[src/pkg/tfa_pkg.sv]
package tfa_pkg;

    // ---
    // Sizes
    // ---
    localparam int unsigned TFA_GEN_TERMS = 5;
    localparam int unsigned TFA_OUT_NUM = 5;
    localparam int unsigned TFA_IN_CODE_W = 8;
    localparam int unsigned TFA_OUT_CODE_W = 11;
    localparam int unsigned TFA_SIG_NUM = 100;
    localparam int unsigned TFA_FREQ_W = 16;

    // ---
    // Input function codes
    // ---
    localparam logic [7:0] IN_LINK_ENABLE = 8'h18;   // 24
    localparam logic [7:0] IN_UNIV_MONITOR = 8'h19;  // 25
    localparam logic [7:0] IN_SPEED_SEARCH = 8'h1A;  // 26
    localparam logic [7:0] IN_FORCED_STOP = 8'h1E;   // 30
    localparam logic [7:0] IN_LOCAL_SEL = 8'h23;     // 35
    localparam logic [7:0] IN_DEW_HEAT = 8'h27;      // 39
    localparam logic [7:0] IN_SET_SELECT = 8'h57;    // 87
    localparam logic [7:0] IN_SECOND_FORWARD_RUN = 8'h58;          // 88
    localparam logic [7:0] IN_SECOND_REVERSE_RUN = 8'h59;          // 89
    localparam logic [7:0] IN_FWD = 8'h62;           // 98
    localparam logic [7:0] IN_REV = 8'h63;           // 99

    // ---
    // Output function codes
    // ---
    localparam logic [10:0] OUT_INV_OFFSET = 11'h3E8;  // 1000
    localparam logic [10:0] OUT_INV_LIMIT = 11'h44C;   // 1100
    localparam logic [6:0] OUT_RUNNING = 7'h00;        // 0
    localparam logic [6:0] OUT_AUTO_RESTART = 7'h06;   // 6
    localparam logic [6:0] OUT_LINE_CONTACTOR = 7'h0B; // 11
    localparam logic [6:0] OUT_SECONDARY_CONT = 7'h0D; // 13
    localparam logic [6:0] OUT_REMOTE = 7'h36;         // 54
    localparam logic [6:0] OUT_RUN_ACTIVE = 7'h37;     // 55
    localparam logic [6:0] OUT_ANY_ALARM = 7'h63;      // 99

    // ---
    // Link word bits and configuration fields
    // ---
    localparam int unsigned LW_FWD = 0;
    localparam int unsigned LW_REV = 1;
    localparam int unsigned LW_SECOND_FORWARD_RUN = 2;
    localparam int unsigned LW_SECOND_REVERSE_RUN = 3;
    localparam int unsigned LF_FREQ = 0;
    localparam int unsigned LF_RUN = 1;
    localparam logic [1:0] RUNCFG_TERMINAL = 2'h1;
    localparam logic [7:0] ALARM_NONE = 8'h00;
    localparam logic [7:0] ALARM_FORCED_STOP = 8'h01;

    // ---
    // Types
    // ---
    typedef struct packed {
        logic forward_run;
        logic reverse_run;
    } tfa_run_t;

    typedef enum logic [2:0] {
        SRC_KEYPAD = 3'b001,
        SRC_TERMINAL = 3'b010,
        SRC_LINK = 3'b100
    } tfa_src_t;

    typedef enum logic [2:0] {
        FS_IDLE = 3'b001,
        FS_DECEL = 3'b010,
        FS_ALARM = 3'b100
    } tfa_fs_state_t;

endpackage

[src/tfa_terminal_assign.sv]
`timescale 1ns/100ps
// Behaviour
// - Link enable gives link commands priority
// - Unassigned link enable counts as active
// - Universal inputs only monitored, never drive
// - Speed search choice sampled at run start
// - Forced stop decelerates, then raises alarm
// - Local select moves run/frequency to keypad
// - Dew input heats halted motor
// - Set select switches run commands to the second forward/reverse pair
// - Second forward/reverse run, release stops
// - Forward input runs forward, release stops
// - Reverse input runs reverse, release stops
// - Forward/reverse only via dedicated run terminals
// - Each output code selects signal, polarity
// - Code plus 1000 inverts same signal
// - Switchover codes 11-13 refuse inversion
// - Alarm relay energises on alarm, normal logic
// - Codes 54, 55 give remote, run-active flags
// - Code 99/1099 routes any alarm
// - Running flag hysteresis on start/stop frequency
module tfa_terminal_assign #(
    parameter int unsigned GEN_TERMS = tfa_pkg::TFA_GEN_TERMS,
    parameter int unsigned OUT_NUM = tfa_pkg::TFA_OUT_NUM
) (
    input wire logic mclk_i,
    input wire logic rst_b_i,
    // Terminal pins: general terminals then the two dedicated run terminals
    input wire logic [GEN_TERMS-1:0] gen_term_pin_i,
    input wire logic [1:0] run_term_pin_i,
    input wire logic [tfa_pkg::TFA_IN_CODE_W-1:0] gen_term_func_i [GEN_TERMS],
    input wire logic [tfa_pkg::TFA_IN_CODE_W-1:0] run_terminal_assign_a_i,
    input wire logic [tfa_pkg::TFA_IN_CODE_W-1:0] run_terminal_assign_b_i,
    // Source configuration
    input wire logic [1:0] run_source_config_i,
    input wire logic [1:0] serial_link_function_i,
    input wire logic [1:0] fieldbus_link_function_i,
    input wire logic [15:0] link_run_word_i,
    input wire tfa_pkg::tfa_run_t keypad_run_i,
    input wire logic [15:0] forced_stop_decel_time_i,
    input wire logic alarm_reset_i,
    // Drive core status
    input wire logic motor_stopped_i,
    input wire logic dc_brake_active_i,
    input wire logic drive_alarm_i,
    input wire logic [tfa_pkg::TFA_FREQ_W-1:0] out_freq_i,
    input wire logic [tfa_pkg::TFA_FREQ_W-1:0] start_freq_i,
    input wire logic [tfa_pkg::TFA_FREQ_W-1:0] stop_freq_i,
    input wire logic [tfa_pkg::TFA_SIG_NUM-1:0] drive_sig_i,
    // Programmable outputs
    input wire logic [tfa_pkg::TFA_OUT_CODE_W-1:0] out_func_i [OUT_NUM],
    output logic [OUT_NUM-1:0] out_pin_o,
    output logic [OUT_NUM-1:0] out_code_reject_o,
    // Commands to the drive core
    output tfa_pkg::tfa_run_t run_cmd_o,
    output tfa_pkg::tfa_src_t run_src_o,
    output tfa_pkg::tfa_src_t freq_src_o,
    output logic speed_search_o,
    output logic forced_decel_o,
    output logic [15:0] decel_time_o,
    output logic dew_heat_o,
    output logic [7:0] alarm_code_o,
    output logic [GEN_TERMS+1:0] universal_monitor_o,
    output logic [GEN_TERMS+1:0] assign_reject_o
);
    import tfa_pkg::*;

    localparam int unsigned NT = GEN_TERMS + 2;
    localparam int unsigned NF = 11;

    // ---
    // Terminal synchronisers
    // ---
    logic [NT-1:0] pin_meta;
    logic [NT-1:0] pin_sync;

    // Pins come from outside; only pin_sync is read by logic
    always_ff @(posedge mclk_i) begin
        if (!rst_b_i) begin
            pin_meta <= '0;
            pin_sync <= '0;
        end else begin
            pin_meta <= {run_term_pin_i, gen_term_pin_i};
            pin_sync <= pin_meta;
        end
    end

    // ---
    // Per-terminal function decode
    // ---
    wire logic [TFA_IN_CODE_W-1:0] term_func [NT];
    wire logic [NF-1:0] term_hit [NT];
    wire logic [NT-1:0] term_reject;
    logic [NF-1:0] fn_assigned;
    logic [NF-1:0] fn_level;

    // Function slots, in the order of the hit vector
    localparam logic [TFA_IN_CODE_W-1:0] FN_CODE [NF] = '{
        IN_LINK_ENABLE, IN_UNIV_MONITOR, IN_SPEED_SEARCH, IN_FORCED_STOP,
        IN_LOCAL_SEL, IN_DEW_HEAT, IN_SET_SELECT, IN_SECOND_FORWARD_RUN, IN_SECOND_REVERSE_RUN,
        IN_FWD, IN_REV
    };
    localparam int unsigned F_LE = 0;
    localparam int unsigned F_UM = 1;
    localparam int unsigned F_SS = 2;
    localparam int unsigned F_STOP = 3;
    localparam int unsigned F_LOC = 4;
    localparam int unsigned F_DEW = 5;
    localparam int unsigned F_SET = 6;
    localparam int unsigned F_SECOND_FORWARD_RUN = 7;
    localparam int unsigned F_SECOND_REVERSE_RUN = 8;
    localparam int unsigned F_FWD = 9;
    localparam int unsigned F_REV = 10;

    genvar t;
    genvar f;
    generate
        for (t = 0; t < NT; t++) begin : g_term
            wire logic is_run_code;
            wire logic dedicated;
            if (t < GEN_TERMS) begin : g_gen
                assign term_func[t] = gen_term_func_i[t];
            end else if (t == GEN_TERMS) begin : g_run_a
                assign term_func[t] = run_terminal_assign_a_i;
            end else begin : g_run_b
                assign term_func[t] = run_terminal_assign_b_i;
            end
            assign dedicated = (t >= GEN_TERMS);
            assign is_run_code = (term_func[t] == IN_FWD) || (term_func[t] == IN_REV);
            // Run codes on a general terminal are refused and do nothing
            assign term_reject[t] = is_run_code && !dedicated;
            for (f = 0; f < NF; f++) begin : g_fn
                assign term_hit[t][f] = (term_func[t] == FN_CODE[f]) && !term_reject[t];
            end
            // Universal inputs go to the monitor port only
            assign universal_monitor_o[t] = term_hit[t][F_UM] && pin_sync[t];
        end
    endgenerate

    // Combine terminals: a function is on if any terminal holding it is on
    always_comb begin
        fn_assigned = '0;
        fn_level = '0;
        for (int i = 0; i < NT; i++) begin
            fn_assigned = fn_assigned | term_hit[i];
            fn_level = fn_level | (term_hit[i] & {NF{pin_sync[i]}});
        end
    end

    assign assign_reject_o = term_reject;

    // ---
    // Effective command levels
    // ---
    wire logic link_enable_cmd;
    wire logic local_keypad_select;
    wire logic run_source_set_select;
    wire logic forced_stop_req;
    wire logic link_run_en;
    wire logic link_freq_en;
    wire tfa_run_t forward_pair;
    wire tfa_run_t second_pair;
    wire tfa_run_t link_pair;
    wire tfa_run_t link_pair2;
    wire tfa_run_t cfg_pair;

    // Without a terminal holding it, link enable behaves as always on
    assign link_enable_cmd = fn_assigned[F_LE] ? fn_level[F_LE] : 1'b1;
    assign local_keypad_select = fn_level[F_LOC];
    assign run_source_set_select = fn_level[F_SET];
    // Forced stop is a fail-safe input: acting when its terminal goes off
    assign forced_stop_req = fn_assigned[F_STOP] && !fn_level[F_STOP];
    assign link_run_en = link_enable_cmd
        && (serial_link_function_i[LF_RUN] || fieldbus_link_function_i[LF_RUN]);
    assign link_freq_en = link_enable_cmd
        && (serial_link_function_i[LF_FREQ] || fieldbus_link_function_i[LF_FREQ]);

    // Run pairs from each possible source
    assign forward_pair = '{forward_run: fn_level[F_FWD], reverse_run: fn_level[F_REV]};
    assign second_pair = '{forward_run: fn_level[F_SECOND_FORWARD_RUN], reverse_run: fn_level[F_SECOND_REVERSE_RUN]};
    assign link_pair = '{forward_run: link_run_word_i[LW_FWD], reverse_run: link_run_word_i[LW_REV]};
    assign link_pair2 = '{forward_run: link_run_word_i[LW_SECOND_FORWARD_RUN], reverse_run: link_run_word_i[LW_SECOND_REVERSE_RUN]};
    assign cfg_pair = (run_source_config_i == RUNCFG_TERMINAL) ? forward_pair : keypad_run_i;

    // ---
    // Source selection
    // ---
    tfa_run_t sel_pair;
    tfa_src_t next_run_src;
    tfa_src_t next_freq_src;

    // Local wins over link, link over terminals
    always_comb begin
        if (local_keypad_select) begin
            sel_pair = keypad_run_i;
            next_run_src = SRC_KEYPAD;
        end else if (link_run_en) begin
            sel_pair = run_source_set_select ? link_pair2 : link_pair;
            next_run_src = SRC_LINK;
        end else if (run_source_set_select) begin
            sel_pair = second_pair;
            next_run_src = SRC_TERMINAL;
        end else begin
            sel_pair = cfg_pair;
            next_run_src = (run_source_config_i == RUNCFG_TERMINAL) ? SRC_TERMINAL
                : SRC_KEYPAD;
        end
    end

    // Frequency follows the same local and link priorities
    always_comb begin
        if (local_keypad_select) begin
            next_freq_src = SRC_KEYPAD;
        end else if (link_freq_en) begin
            next_freq_src = SRC_LINK;
        end else begin
            next_freq_src = SRC_TERMINAL;
        end
    end

    // ---
    // Forced stop sequence
    // ---
    tfa_fs_state_t fs_state;
    tfa_fs_state_t next_fs_state;

    always_comb begin
        case (fs_state)
            FS_IDLE: begin
                next_fs_state = forced_stop_req ? FS_DECEL : FS_IDLE;
            end
            FS_DECEL: begin
                // Alarm is only raised once the motor has really stopped
                next_fs_state = motor_stopped_i ? FS_ALARM : FS_DECEL;
            end
            FS_ALARM: begin
                next_fs_state = alarm_reset_i ? FS_IDLE : FS_ALARM;
            end
            default: begin
                next_fs_state = FS_IDLE;
            end
        endcase
    end

    always_ff @(posedge mclk_i) begin
        if (!rst_b_i) begin
            fs_state <= FS_IDLE;
        end else begin
            fs_state <= next_fs_state;
        end
    end

    // ---
    // Run command and its side effects
    // ---
    wire logic run_blocked;
    wire logic run_request;
    wire tfa_run_t next_run;
    wire logic run_start;
    wire logic any_alarm;
    wire logic [7:0] next_alarm_code;
    logic running_flag;
    logic next_running;

    // Both directions at once is treated as stop, not as a guess
    assign run_blocked = (fs_state != FS_IDLE) || forced_stop_req || drive_alarm_i;
    assign run_request = (sel_pair.forward_run ^ sel_pair.reverse_run) && !run_blocked;
    // Releasing the run input simply drops the request; the core decelerates
    assign next_run = run_request ? sel_pair : '{forward_run: 1'b0, reverse_run: 1'b0};
    assign run_start = run_request && !(run_cmd_o.forward_run || run_cmd_o.reverse_run);
    assign any_alarm = drive_alarm_i || (fs_state == FS_ALARM);
    assign next_alarm_code = (fs_state == FS_ALARM) ? ALARM_FORCED_STOP : ALARM_NONE;

    // Running flag holds between the stop and start thresholds
    always_comb begin
        if (dc_brake_active_i) begin
            next_running = 1'b0;
        end else if (out_freq_i > start_freq_i) begin
            next_running = 1'b1;
        end else if (out_freq_i < stop_freq_i) begin
            next_running = 1'b0;
        end else begin
            next_running = running_flag;
        end
    end

    always_ff @(posedge mclk_i) begin
        if (!rst_b_i) begin
            run_cmd_o <= '{forward_run: 1'b0, reverse_run: 1'b0};
            run_src_o <= SRC_KEYPAD;
            freq_src_o <= SRC_KEYPAD;
            running_flag <= 1'b0;
            alarm_code_o <= ALARM_NONE;
        end else begin
            run_cmd_o <= next_run;
            run_src_o <= next_run_src;
            freq_src_o <= next_freq_src;
            running_flag <= next_running;
            alarm_code_o <= next_alarm_code;
        end
    end

    // Search choice is caught only on the start edge and held until the run request drops
    always_ff @(posedge mclk_i) begin
        if (!rst_b_i) begin
            speed_search_o <= 1'b0;
        end else if (run_start) begin
            speed_search_o <= fn_level[F_SS];
        end else if (!run_request) begin
            speed_search_o <= 1'b0;
        end
    end

    // Deceleration flag and heating follow the sequence and the halt state; the time is copied every cycle
    always_ff @(posedge mclk_i) begin
        if (!rst_b_i) begin
            forced_decel_o <= 1'b0;
            decel_time_o <= '0;
            dew_heat_o <= 1'b0;
        end else begin
            forced_decel_o <= (next_fs_state == FS_DECEL);
            decel_time_o <= forced_stop_decel_time_i;
            // Heating never fights a run request on a turning motor
            dew_heat_o <= fn_level[F_DEW] && motor_stopped_i && !run_request;
        end
    end

    // ---
    // Output signal table and terminal mapping
    // ---
    logic [TFA_SIG_NUM-1:0] sig_vec;

    // Internal flags replace the core's bits at their own codes
    always_comb begin
        sig_vec = drive_sig_i;
        sig_vec[OUT_RUNNING] = running_flag;
        sig_vec[OUT_REMOTE] = !local_keypad_select;
        sig_vec[OUT_RUN_ACTIVE] = run_cmd_o.forward_run || run_cmd_o.reverse_run;
        sig_vec[OUT_ANY_ALARM] = any_alarm;
    end

    genvar o;
    generate
        for (o = 0; o < OUT_NUM; o++) begin : g_out
            tfa_out_map u_map (
                .mclk_i(mclk_i),
                .rst_b_i(rst_b_i),
                .code_i(out_func_i[o]),
                .sig_i(sig_vec),
                .level_o(out_pin_o[o]),
                .reject_o(out_code_reject_o[o])
            );
        end
    endgenerate

endmodule

[src/tfa_out_map.sv]
`timescale 1ns/100ps
module tfa_out_map (
    input wire logic mclk_i,
    input wire logic rst_b_i,
    input wire logic [tfa_pkg::TFA_OUT_CODE_W-1:0] code_i,
    input wire logic [tfa_pkg::TFA_SIG_NUM-1:0] sig_i,
    output logic level_o,
    output logic reject_o
);
    import tfa_pkg::*;

    // ---
    // Code decode
    // ---
    wire logic is_inv;
    wire logic is_norm;
    wire logic [10:0] sel_full;
    wire logic [6:0] sel;
    wire logic no_inv_code;
    wire logic code_ok;
    wire logic next_level;

    // Codes 1000..1099 name the same signal as code minus 1000, inverted
    assign is_inv = (code_i >= OUT_INV_OFFSET) && (code_i < OUT_INV_LIMIT);
    assign is_norm = code_i < 11'(TFA_SIG_NUM);
    assign sel_full = is_inv ? (code_i - OUT_INV_OFFSET) : code_i;
    assign sel = sel_full[6:0];
    // Source switchover signals have no inverted form
    assign no_inv_code = (sel >= OUT_LINE_CONTACTOR) && (sel <= OUT_SECONDARY_CONT);
    assign code_ok = is_norm || (is_inv && !no_inv_code);
    // A refused code leaves the terminal off rather than guessing a polarity
    assign next_level = code_ok && (sig_i[sel] ^ is_inv);

    // Registered level; off (relay de-energised) from reset
    always_ff @(posedge mclk_i) begin
        if (!rst_b_i) begin
            level_o <= 1'b0;
            reject_o <= 1'b0;
        end else begin
            level_o <= next_level;
            reject_o <= !code_ok;
        end
    end

endmodule

[config.mk]
export PLATFORM = sky130hd
export DESIGN_NAME = tfa_terminal_assign
export DESIGN_NICKNAME = d
export VERILOG_FILES = /design/src/pkg/tfa_pkg.sv /design/src/tfa_terminal_assign.sv /design/src/tfa_out_map.sv
export SDC_FILE = /design/constraint.sdc
export NUM_CORES = 1
export LEC_CHECK = 0
export ABC_CLOCK_PERIOD_IN_PS = 4000
export BUFFER_PORTS_ARGS = -buffer_cell sky130_fd_sc_hd__buf_2
export CAP_MARGIN = 20
export CORE_AREA = 2 2 202 204
export DETAILED_ROUTE_END_ITERATION = 12
export DIE_AREA = 0 0 204 206
export SLEW_MARGIN = 20
export SYNTH_ARGS = -nofsm -noshare
export SYNTH_HDL_FRONTEND = slang
export SYNTH_SLANG_ARGS = --single-unit
[constraint.sdc]
create_clock -name mclk_i -period 4 [get_ports mclk_i]
set_input_delay 0.2 -clock mclk_i [delete_from_list [all_inputs] [get_ports mclk_i]]
set_output_delay 0.2 -clock mclk_i [all_outputs]
set_load 0.03 [all_outputs]
==> results of run 1 <==
==> Yosys cell counts (7+ instances only) <==
cell type / number
mux4_2: 118
nand2_1: 106
inv_1: 69
dfxtp_1: 56
nor2_1: 47
ha_1: 46
mux2i_1: 44
nand3_1: 41
a21oi_1: 36
and2_1: 36
o21ai_0: 31
nand4_1: 30
buf_4: 29
clkbuf_1: 23
nor3_1: 23
and3_1: 20
mux2_2: 17
nor3b_1: 16
a21o_1: 14
a31oi_1: 14
nor2b_1: 13
a211oi_1: 12
nor4bb_1: 12
buf_2: 10
nand4b_1: 9
nand2b_1: 8
nor4_1: 8
and4b_1: 7
buf_1: 7
nor4b_1: 7
or3_1: 7
xnor2_1: 7
==> final timing paths <==
kind,cells past startpoint,start,end,slack (ns)
worst max-delay path,9,pin_sync[0],speed_search_o,0.91
worst min-delay path,2,forced_stop_decel_time_i[7],decel_time_o[7],0.09
worst max register to register,9,pin_sync[0],speed_search_o,0.91
worst min register to register,1,pin_meta[6],pin_sync[6],0.44
==> layer usage <==
layer / wire (um) / part of all wire [%]
met1: 16330 / 39
met2: 19920 / 47
met5: 17 / 0.041
met3: 4340 / 10
met4: 1358 / 3.2
==> stage by stage <==
stage / cell area, um2 / worst slack, ns / hold slack [ns] / instances / total power, mW
after CTS: 12110 / 0.9763 / 0.06650 / 1906 / 2.259
after floorplan: 9901 / 1.323 / 0.3273 / 1081 / 1.324
after global placement: 11960 / 0.8139 / 0.4047 / 1898 / 1.745
final: 12130 / 0.9132 / 0.08798 / 1912 / 2.226
after detailed placement: 11960 / 0.7091 / 0.4088 / 1898 / 1.759
after global routing: 12120 / 0.7043 / 0.07542 / 1908 / 2.377
==> cell families after synthesis <==
kind of cell / Yosys count / share of synthesized area [%]
flip-flops: 56 / 11.36
buffers and inverters: 144 / 7.022
AND/OR/NAND/NOR: 424 / 24.43
other: 1 / 0.03799
AO/OA/AOI/OAI: 203 / 15.34
adder cells (fa/ha/maj): 46 / 5.831
multiplexers: 183 / 33.96
XOR/XNOR: 16 / 2.028
==> power breakdown <==
group	leakage, nW	internal, mW	switching [mW]
clock network	0.0742	0.236	0.231
logic	4.76	0.529	0.636
registers	0.463	0.583	0.0116
==> sequential cells by signal, summed over array words and instances, names as in the netlist, 2 cells and up <==
name                  flops
g_out.u_map.level_o       5
fs_state                  3
decel_time_o             16
freq_src_o                3
pin_meta                  7
g_out.u_map.reject_o      5
pin_sync                  7
run_src_o                 3
run_cmd_o                 2
==> cell type report <==
cell class                 count  share of cell area (%)
multi-input combinational    881                   66.68
antenna                        6                  0.1238
clock inverter                 3                  0.1857
clock buffer                   5                   1.032
timing repair buffer         358                   15.04
tap                          532                   5.489
inverter                      71                   2.198
sequential                    56                   9.245
==> impl_metrics.csv, run 1 <==
group,metric,value,unit
timing,tightest_slew,0.9059,ns
timing,rsz0062_at_grt,"no",
critical_path,arrival,3.32,ns
critical_path,path_max_fanout,6,
final_layout,nets,1731,
cts,clkLatencyLatePin,0.31,ns
critical_path,worstSetupPathType,"reg -> reg",
critical_path,cp_top_family,"simple AND/OR/NAND/NOR gates",
global_route,first_global_vias,10180,
global_route,met3_usage,3.043,%
synth,syn_area_per_cell,9.199,um2
global_route,antenna_found_initial,12,
critical_path,crit_required,4.23,ns
synth,yosys_most_used_dff,"dfxtp_1",
run_status,status,"completed",
synth,ys_seq_area_share,11.36,%
floorplanning,core_area,40180,um2
cts,cts_resized,0,
final_layout,multi_input_area,8087,um2
flow_run,cap_violations,0,
critical_path,crit_slowest_cell,"nor4bb_1",
floorplanning,fp.dieH,206,um
timing,clock_skew,0.01370,ns
final_layout,syn2layout_area_growth,22.85,%
global_route,grt_max_degree,39,
pwr,p_leak,5.299,nW
synth,yosysWarnings,0,
cts,cts_tree,"done",
floorplanning,row_count,74,
detailed_routing,wl,41970,um
placed_design,dp_hpwl,34730,um
synth,async_flop_share,0,%
detailed_routing,drc,0,
cts,clk_pin_slew,0.08,ns
timing,fin_crit,3.087,ns
global_route,grt-ovfl-total,0,
global_route,grt_pass1_wl,62200,um
pwr,ir_worst_vdd,0.1359,mV
global_route,busiest_layer,"met2",
global_route,grt_util_met1,25.30,%
synth,synth-seq-cells,56,
placed_design,finalWeightedCongestion,0.9765,
cts,htreeDepth,2,
global_route,grtUsageMet2,33.32,%
hold_path,hp-class,"in -> reg",
synth,synth.top_cell.area_share,26.92,%
detailed_routing,vias_per_cell,5.523,
cts,cts_made_buffers,5,
floorplanning,ioPinCount,371,
timing,fin_setup_tns,0,ns
final_layout,fillers,4310,
timing,slew_headroom,38.78,%
critical_path,slowest_delay,0.82,ns
critical_path,crit_top_cell,"mux2i_1",
floorplanning,start_util,24.56,%
global_route,track_usage,19.63,%
floorplanning,die_w,204,um
detailed_routing,avgRoutedWirePerCell,21.95,um
detailed_routing,first_pass_iters,6,
synth,synth_edf_count,0,
final_layout,drive_gt1_share,39.45,%
detailed_routing,ant_nets,0,
final_layout,fin_util,30.18,%
cts,cts-root-buf,"clkbuf_16",
final_layout,register_area,1121,um2
final_layout,final_common_cell,"buf_2",
synth,syn_area,9871,um2
pwr,power_density,183.6,nW/um2
timing,fmax,0.3240,GHz
synth,synthCells,1073,
timing,finalHoldViolCount,0,
placed_design,port_buffers,345,
timing,final_max_slew_viol_count,0,
synth,synth_cell_types,102,
critical_path,cp.buffers_inverters,0,
cts,clockBufferDepth,2,
critical_path,cp-start-kind,"register",
synth,synth_area_leaders,"mux4_2, dfxtp_1, ha_1",
synth,synth_area_leader_cell,"mux4_2",
cts,cts_sinks,56,
detailed_routing,routed-via-count,10560,
critical_path,cp-end-kind,"register",
final_layout,layout_common_cells,"buf_2, mux4_2, nand2_1, inv_1, dfxtp_1",
timing,timing.final.crit_share,77.17,%
floorplanning,die_area,42020,um2
timing,setup_viol,0,
detailed_routing,drtIter0Drc,887,
cts,cts_hold_buf,0,
cts,post_cts_buffers,0,
critical_path,cp_cell_sequence,"nor4bb_1 > nand3_1 > nand4_1 > a211o_1 > o22a_2 > mux2i_1 > mux2i_1 > xor2_1 > nor3b_2",
No activity file was read; power rests on OpenSTA's default activity.
==> inputs of run 2 (changes only) <==
--- a/config.mk
+++ b/config.mk
@@ -5,7 +5,7 @@
 export SDC_FILE = /design/constraint.sdc
 export NUM_CORES = 1
 export LEC_CHECK = 0
-export ABC_CLOCK_PERIOD_IN_PS = 4000
+export ABC_CLOCK_PERIOD_IN_PS = 2770
 export BUFFER_PORTS_ARGS = -buffer_cell sky130_fd_sc_hd__buf_2
 export CAP_MARGIN = 20
 export CORE_AREA = 2 2 202 204
==> constraint.sdc (replaced) <==
create_clock -name mclk_i -period 2.77 [get_ports mclk_i]
set_input_delay 0.1385 -clock mclk_i [delete_from_list [all_inputs] [get_ports mclk_i]]
set_output_delay 0.1385 -clock mclk_i [all_outputs]
set_load 0.03 [all_outputs]
==> run 2 against run 1 <==
  * Clock power up 49%
  * Non-clock buffer count is 80 higher
  * Clock skew is essentially flat
  * Routed wire length is 3.3% higher
  * Worst hold slack lost 0.062 ns
  * Combinational power increased by 55%
  * Critical path type unchanged
  * Highest routed layer unchanged
==> impl_metrics.csv, run 2 (same netlist as run 1, synthesis figures left out) <==
group,metric,value,unit
critical_path,cp_top_family,"simple AND/OR/NAND/NOR gates",
cts,clkLatencyLatePin,0.31,ns
placed_design,port_buffers,345,
cts,clockBufferDepth,2,
timing,fmax,0.3758,GHz
cts,cts_sinks,56,
timing,fin_crit,2.661,ns
critical_path,slowest_delay,0.38,ns
floorplanning,die_area,42020,um2
critical_path,crit_top_cell,"buf_4",
cts,cts_made_buffers,5,
critical_path,crit_required,2.96,ns
critical_path,crit_slowest_cell,"dfxtp_1",
global_route,first_global_vias,10680,
timing,final_max_slew_viol_count,0,
floorplanning,row_count,74,
flow_run,cap_violations,0,
critical_path,r2r_end,"g_out[2].u_map.level_o",
final_layout,largest_reg_flops,16,
hold_path,min_path_cells,2,
hold_path,holdPathEnd,"decel_time_o[1]",
global_route,antenna_found_initial,14,
run_status,status,"completed",
global_route,grt_max_degree,40,
timing,setup_viol,0,
critical_path,cp.buffers_inverters,3,
final_layout,final_common_cell,"buf_2",
timing,timing.final.crit_share,96.06,%
detailed_routing,wl,43370,um
timing,finalHoldViolCount,0,
critical_path,arrival,2.85,ns
critical_path,reg2reg_from,"pin_sync[0]",
global_route,grt_pass1_wl,64100,um
pwr,p_leak,5.725,nW
global_route,grt-ovfl-total,0,
detailed_routing,routed-via-count,10940,
floorplanning,core_area,40180,um2
cts,cts-root-buf,"clkbuf_16",
critical_path,path_max_fanout,4,
final_layout,reg_top3,"decel_time_o: 16 flops, pin_meta: 7 flops, pin_sync: 7 flops",
global_route,track_usage,20.10,%
final_layout,syn2layout_area_growth,30.21,%
placed_design,pre_cts_ws,-0.2410,ns
critical_path,r2r_cells,12,
floorplanning,die_w,204,um
floorplanning,ioPinCount,371,
critical_path,cp-end-kind,"register",
final_layout,drive_gt1_share,42.85,%
placed_design,dp_hpwl,36070,um
final_layout,register_area,1121,um2
timing,fin_ws,0.1092,ns
timing,clock_skew,0.01394,ns
detailed_routing,drc,0,
cts,htreeDepth,2,
critical_path,worstSetupPathType,"reg -> reg",
pwr,ir_worst_vdd,0.2181,mV
detailed_routing,first_pass_iters,5,
final_layout,nets,1811,
critical_path,rrSetupSlack,0.11,ns
final_layout,layout_common_cells,"buf_2, mux4_2, nand2_1, buf_4, inv_1",
final_layout,top_register,"decel_time_o",
floorplanning,start_util,24.56,%
hold_path,hold_start,"forced_stop_decel_time_i[1]",
final_layout,multi_input_area,8102,um2
timing,tightest_slew,0.7544,ns
timing,slew_headroom,49.05,%
critical_path,cp_cell_sequence,"nor3b_1 > nand4_1 > nand4_1 > buf_4 > buf_4 > o31ai_1 > and4_1 > nor3_1 > nor4_1 > buf_4 > mux2i_1 > o211ai_1",
floorplanning,fp.dieH,206,um
detailed_routing,drtIter0Drc,907,
detailed_routing,vias_per_cell,5.484,
hold_path,hp-class,"in -> reg",
placed_design,finalWeightedCongestion,0.9252,
critical_path,cp-start-kind,"register",
timing,rsz0062_at_grt,"no",
detailed_routing,ant_nets,0,
detailed_routing,avgRoutedWirePerCell,21.74,um
cts,cts_tree,"done",
cts,clk_pin_slew,0.09,ns
pwr,power_density,260.9,nW/um2
final_layout,fillers,4300,
final_layout,fin_util,31.98,%
==> run 2: cell types whose count changed in the layout (fill, tap and decap cells not counted) <==
| cell | delta |
|---|---|
| buf_4 | +72 |
| buf_12 | +8 |
| diode_2 | +3 |
| clkinv_2 | -1 |
| clkinv_4 | -1 |
| clkinvlp_4 | +1 |
| inv_6 | +1 |
| mux2i_1 | -1 |
| mux2i_2 | +1 |
| xnor2_2 | -1 |
| xnor2_4 | +1 |
==> run 2: worst max-delay path by stage <==
stage / start / to / slack [ns] / cells past startpoint
after floorplan: out_func_i[47] / g_out[0].u_map.level_o / 0.15 / 12
after global placement: out_func_i[42] / g_out[1].u_map.level_o / -0.13 / 10
after detailed placement: out_func_i[48] / g_out[0].u_map.level_o / -0.24 / 12
after CTS: out_func_i[48] / g_out[0].u_map.level_o / 0.09 / 12
after global routing: pin_sync[0] / g_out[2].u_map.level_o / 0.003 / 12
final: pin_sync[0] / g_out[2].u_map.level_o / 0.11 / 12
==> run 2: per-layer routing <==
metal	GRT usage, %	wire length, um	vias up
li1	-	-	4975
met1	24.97	17150	5261
met2	34.79	20460	618
met3	3.627	4240	81
met4	7.272	1485	6
met5	0	31	-
==> run 2: repair_timing <==
item / 4_1_cts / 5_1_grt
hold buffers: 0 / 0
hold endpoints to repair: 0 / 0
setup endpoints to repair: 0 / 1
resized for setup: 0 / 2
buffers inserted: 0 / 1
==> run 2: power breakdown <==
group	switching, mW	internal, mW
combinational	0.952	0.851
clock	0.350	0.344
sequential	0.0148	0.841
==> run 2: layout make-up <==
type	count	area share [%]
tap	532	5.179
clock inverter	3	0.1947
clock buffer	5	0.9735
inverter	71	2.074
multi-input combinational	881	63.04
sequential	56	8.723
antenna	9	0.1752
timing repair buffer	438	19.65
==> run 2: worst register-to-register path, stage by stage, from the launching register on <==
cell and delay [ns]:
dfxtp_1 0.38, nor3b_1 0.18, nand4_1 0.14, nand4_1 0.11, buf_4 0.17, buf_4 0.15, o31ai_1 0.27, and4_1 0.30
nor3_1 0.07, nor4_1 0.31, buf_4 0.17, mux2i_1 0.17, o211ai_1 0.10
==> run 2: through the flow <==
stage	area, um2	instances	total power [mW]	TNS (ns)	hold slack, ns
finish	12850	1995	3.353	0	0.02603
global route	12840	1989	3.562	0	0.01183
CTS	12810	1985	3.387	0	0.005702
detailed placement	12660	1977	2.651	-0.4115	0.3476
global placement	12660	1977	2.629	-0.2937	0.3436
floorplan	9901	1081	1.912	0	0.2658
==> inputs of run 3 (changes only) <==
--- a/config.mk
+++ b/config.mk
@@ -8,9 +8,9 @@
 export ABC_CLOCK_PERIOD_IN_PS = 2770
 export BUFFER_PORTS_ARGS = -buffer_cell sky130_fd_sc_hd__buf_2
 export CAP_MARGIN = 20
-export CORE_AREA = 2 2 202 204
+export CORE_AREA = 4 4 204 206
 export DETAILED_ROUTE_END_ITERATION = 12
-export DIE_AREA = 0 0 204 206
+export DIE_AREA = 0 0 208 210
 export SLEW_MARGIN = 20
 export SYNTH_ARGS = -nofsm -noshare
 export SYNTH_HDL_FRONTEND = slang
==> run 3 against run 2 <==
  * Fmax up 3.2%
  * Clock power up 2%
  * Sequential share of layout area about the same
  * Largest cell class unchanged
  * Via count down 0.73%
==> impl_metrics.csv, run 3 (same netlist as run 1, synthesis figures left out) <==
group,metric,value,unit
run_status,status,"completed",
detailed_routing,first_pass_iters,5,
timing,slew_headroom,53.22,%
cts,htreeDepth,2,
pwr,power_density,261.0,nW/um2
final_layout,final_common_cell,"buf_2",
timing,fmax,0.3877,GHz
final_layout,drive_gt1_share,43.13,%
floorplanning,row_count,73,
placed_design,finalWeightedCongestion,0.9853,
cts,cts-root-buf,"clkbuf_16",
critical_path,reg2reg_from,"pin_sync[5]",
hold_path,hold_start,"forced_stop_decel_time_i[13]",
detailed_routing,drtIter0Drc,802,
final_layout,largest_reg_flops,16,
critical_path,crit_required,3.01,ns
timing,fin_crit,2.579,ns
detailed_routing,vias_per_cell,5.444,
placed_design,dp_hpwl,36630,um
critical_path,cp-end-kind,"register",
placed_design,port_buffers,345,
final_layout,fin_util,32.58,%
pwr,ir_worst_vdd,0.2202,mV
timing,final_max_slew_viol_count,0,
timing,tightest_slew,0.6926,ns
global_route,antenna_found_initial,14,
timing,setup_viol,0,
floorplanning,die_w,208,um
flow_run,cap_violations,0,
cts,clk_pin_slew,0.09,ns
timing,clock_skew,0.02001,ns
critical_path,arrival,2.82,ns
critical_path,path_max_fanout,5,
cts,cts_made_buffers,5,
cts,cts_hold_buf,0,
final_layout,nets,1820,
final_layout,syn2layout_area_growth,30.85,%
placed_design,pre_cts_ws,-0.03819,ns
floorplanning,start_util,24.90,%
detailed_routing,routed-via-count,10860,
critical_path,r2r_cells,11,
final_layout,fillers,4114,
global_route,first_global_vias,10680,
timing,finalHoldViolCount,0,
pwr,p_leak,5.780,nW
final_layout,reg_top3,"decel_time_o: 16 flops, pin_meta: 7 flops, pin_sync: 7 flops",
timing,fin_ws,0.1909,ns
floorplanning,core_area,39640,um2
critical_path,r2r_end,"g_out[4].u_map.level_o",
cts,cts_sinks,56,
hold_path,hp-class,"in -> reg",
timing,fin_setup_tns,0,ns
global_route,grt_pass1_wl,64780,um
cts,cts_tree,"done",
detailed_routing,avgRoutedWirePerCell,21.83,um
critical_path,cp-start-kind,"register",
hold_path,holdPathEnd,"decel_time_o[13]",
hold_path,min_path_cells,2,
final_layout,layout_common_cells,"buf_2, mux4_2, nand2_1, buf_4, inv_1",
detailed_routing,drc,0,
floorplanning,fp.dieH,210,um
global_route,track_usage,18.86,%
critical_path,worstSetupPathType,"reg -> reg",
floorplanning,die_area,43680,um2
cts,clkLatencyLatePin,0.32,ns
critical_path,rrSetupSlack,0.19,ns
final_layout,top_register,"decel_time_o",
cts,cts_resized,0,
timing,timing.final.crit_share,93.11,%
timing,rsz0062_at_grt,"no",
global_route,grt-ovfl-total,0,
detailed_routing,ant_nets,0,
global_route,grt_max_degree,32,
cts,clockBufferDepth,2,
detailed_routing,wl,43550,um
floorplanning,ioPinCount,371,
[run 3: changes by cell type in the layout (fill, tap and decap cells not counted)]
cell	change
buf_4	+7
buf_12	+2
xnor2_2	+1
mux2i_2	-1
mux2i_1	+1
xnor2_4	-1
diode_2	-2
[run 3: through the flow]
step | cell area (um2) | power [mW] | instances | hold slack, ns
6_report | 12920 | 3.371 | 1995 | 0.02314
5_1_grt | 12910 | 3.585 | 1991 | 0.0009291
4_1_cts | 12890 | 3.414 | 1987 | 0.002708
3_5_place_dp | 12740 | 2.665 | 1979 | 0.3483
3_3_place_gp | 12740 | 2.647 | 1979 | 0.3437
2_1_floorplan | 9901 | 1.912 | 1081 | 0.2658
[run 3: how the worst max path moves through the flow]
stage	end	depth (start not counted)	from	slack (ns)
detailed placement	g_out[1].u_map.level_o	12	out_func_i[42]	-0.04
finish	g_out[4].u_map.level_o	11	pin_sync[5]	0.19
floorplan	g_out[0].u_map.level_o	12	out_func_i[47]	0.15
CTS	g_out[2].u_map.level_o	11	pin_sync[0]	0.04
global route	g_out[2].u_map.level_o	12	pin_sync[5]	0.03
global placement	g_out[1].u_map.level_o	10	out_func_i[42]	-0.03
[run 3: final cells by class]
class	count	area, um2	area share, %
multi-input combinational	881	8087	62.61
timing repair buffer	447	2618	20.27
sequential	56	1121	8.680
tap	525	656.9	5.086
inverter	71	266.5	2.063
clock buffer	5	125.1	0.9687
clock inverter	3	25.02	0.1937
antenna	7	17.52	0.1356
[run 3: power breakdown]
group          internal (mW)  leakage, nW  switching (mW)  total, mW
clock network          0.344       0.0709           0.362      0.707
registers              0.841        0.463          0.0132      0.855
logic                  0.862         5.25           0.947       1.81
[run 3: repair_timing]
action / CTS / global route
setup buffers: 0 / 1
endpoints found under the hold margin: 0 / 0
setup endpoints to repair: 0 / 3
[run 3: layer usage]
metal  GRT usage, %  part of all wire, %  vias up
met1          23.87                   39     5204
met2          31.71                   47      586
met4          5.481                  2.6       14
met5              0                 0.20        -
met3          5.239                   11       71
li1               -                    -     4986
[run 3: worst max-delay path: stages (launching register included)]
cell and delay (ns):
dfxtp_1 0.39, nor4bb_1 0.41, nand3_1 0.15, nand4_1 0.12, buf_4 0.16, buf_4 0.13, o31a_1 0.12, a211o_1 0.13
a221o_1 0.15, nand4_1 0.14, or4_1 0.51, o211ai_1 0.11
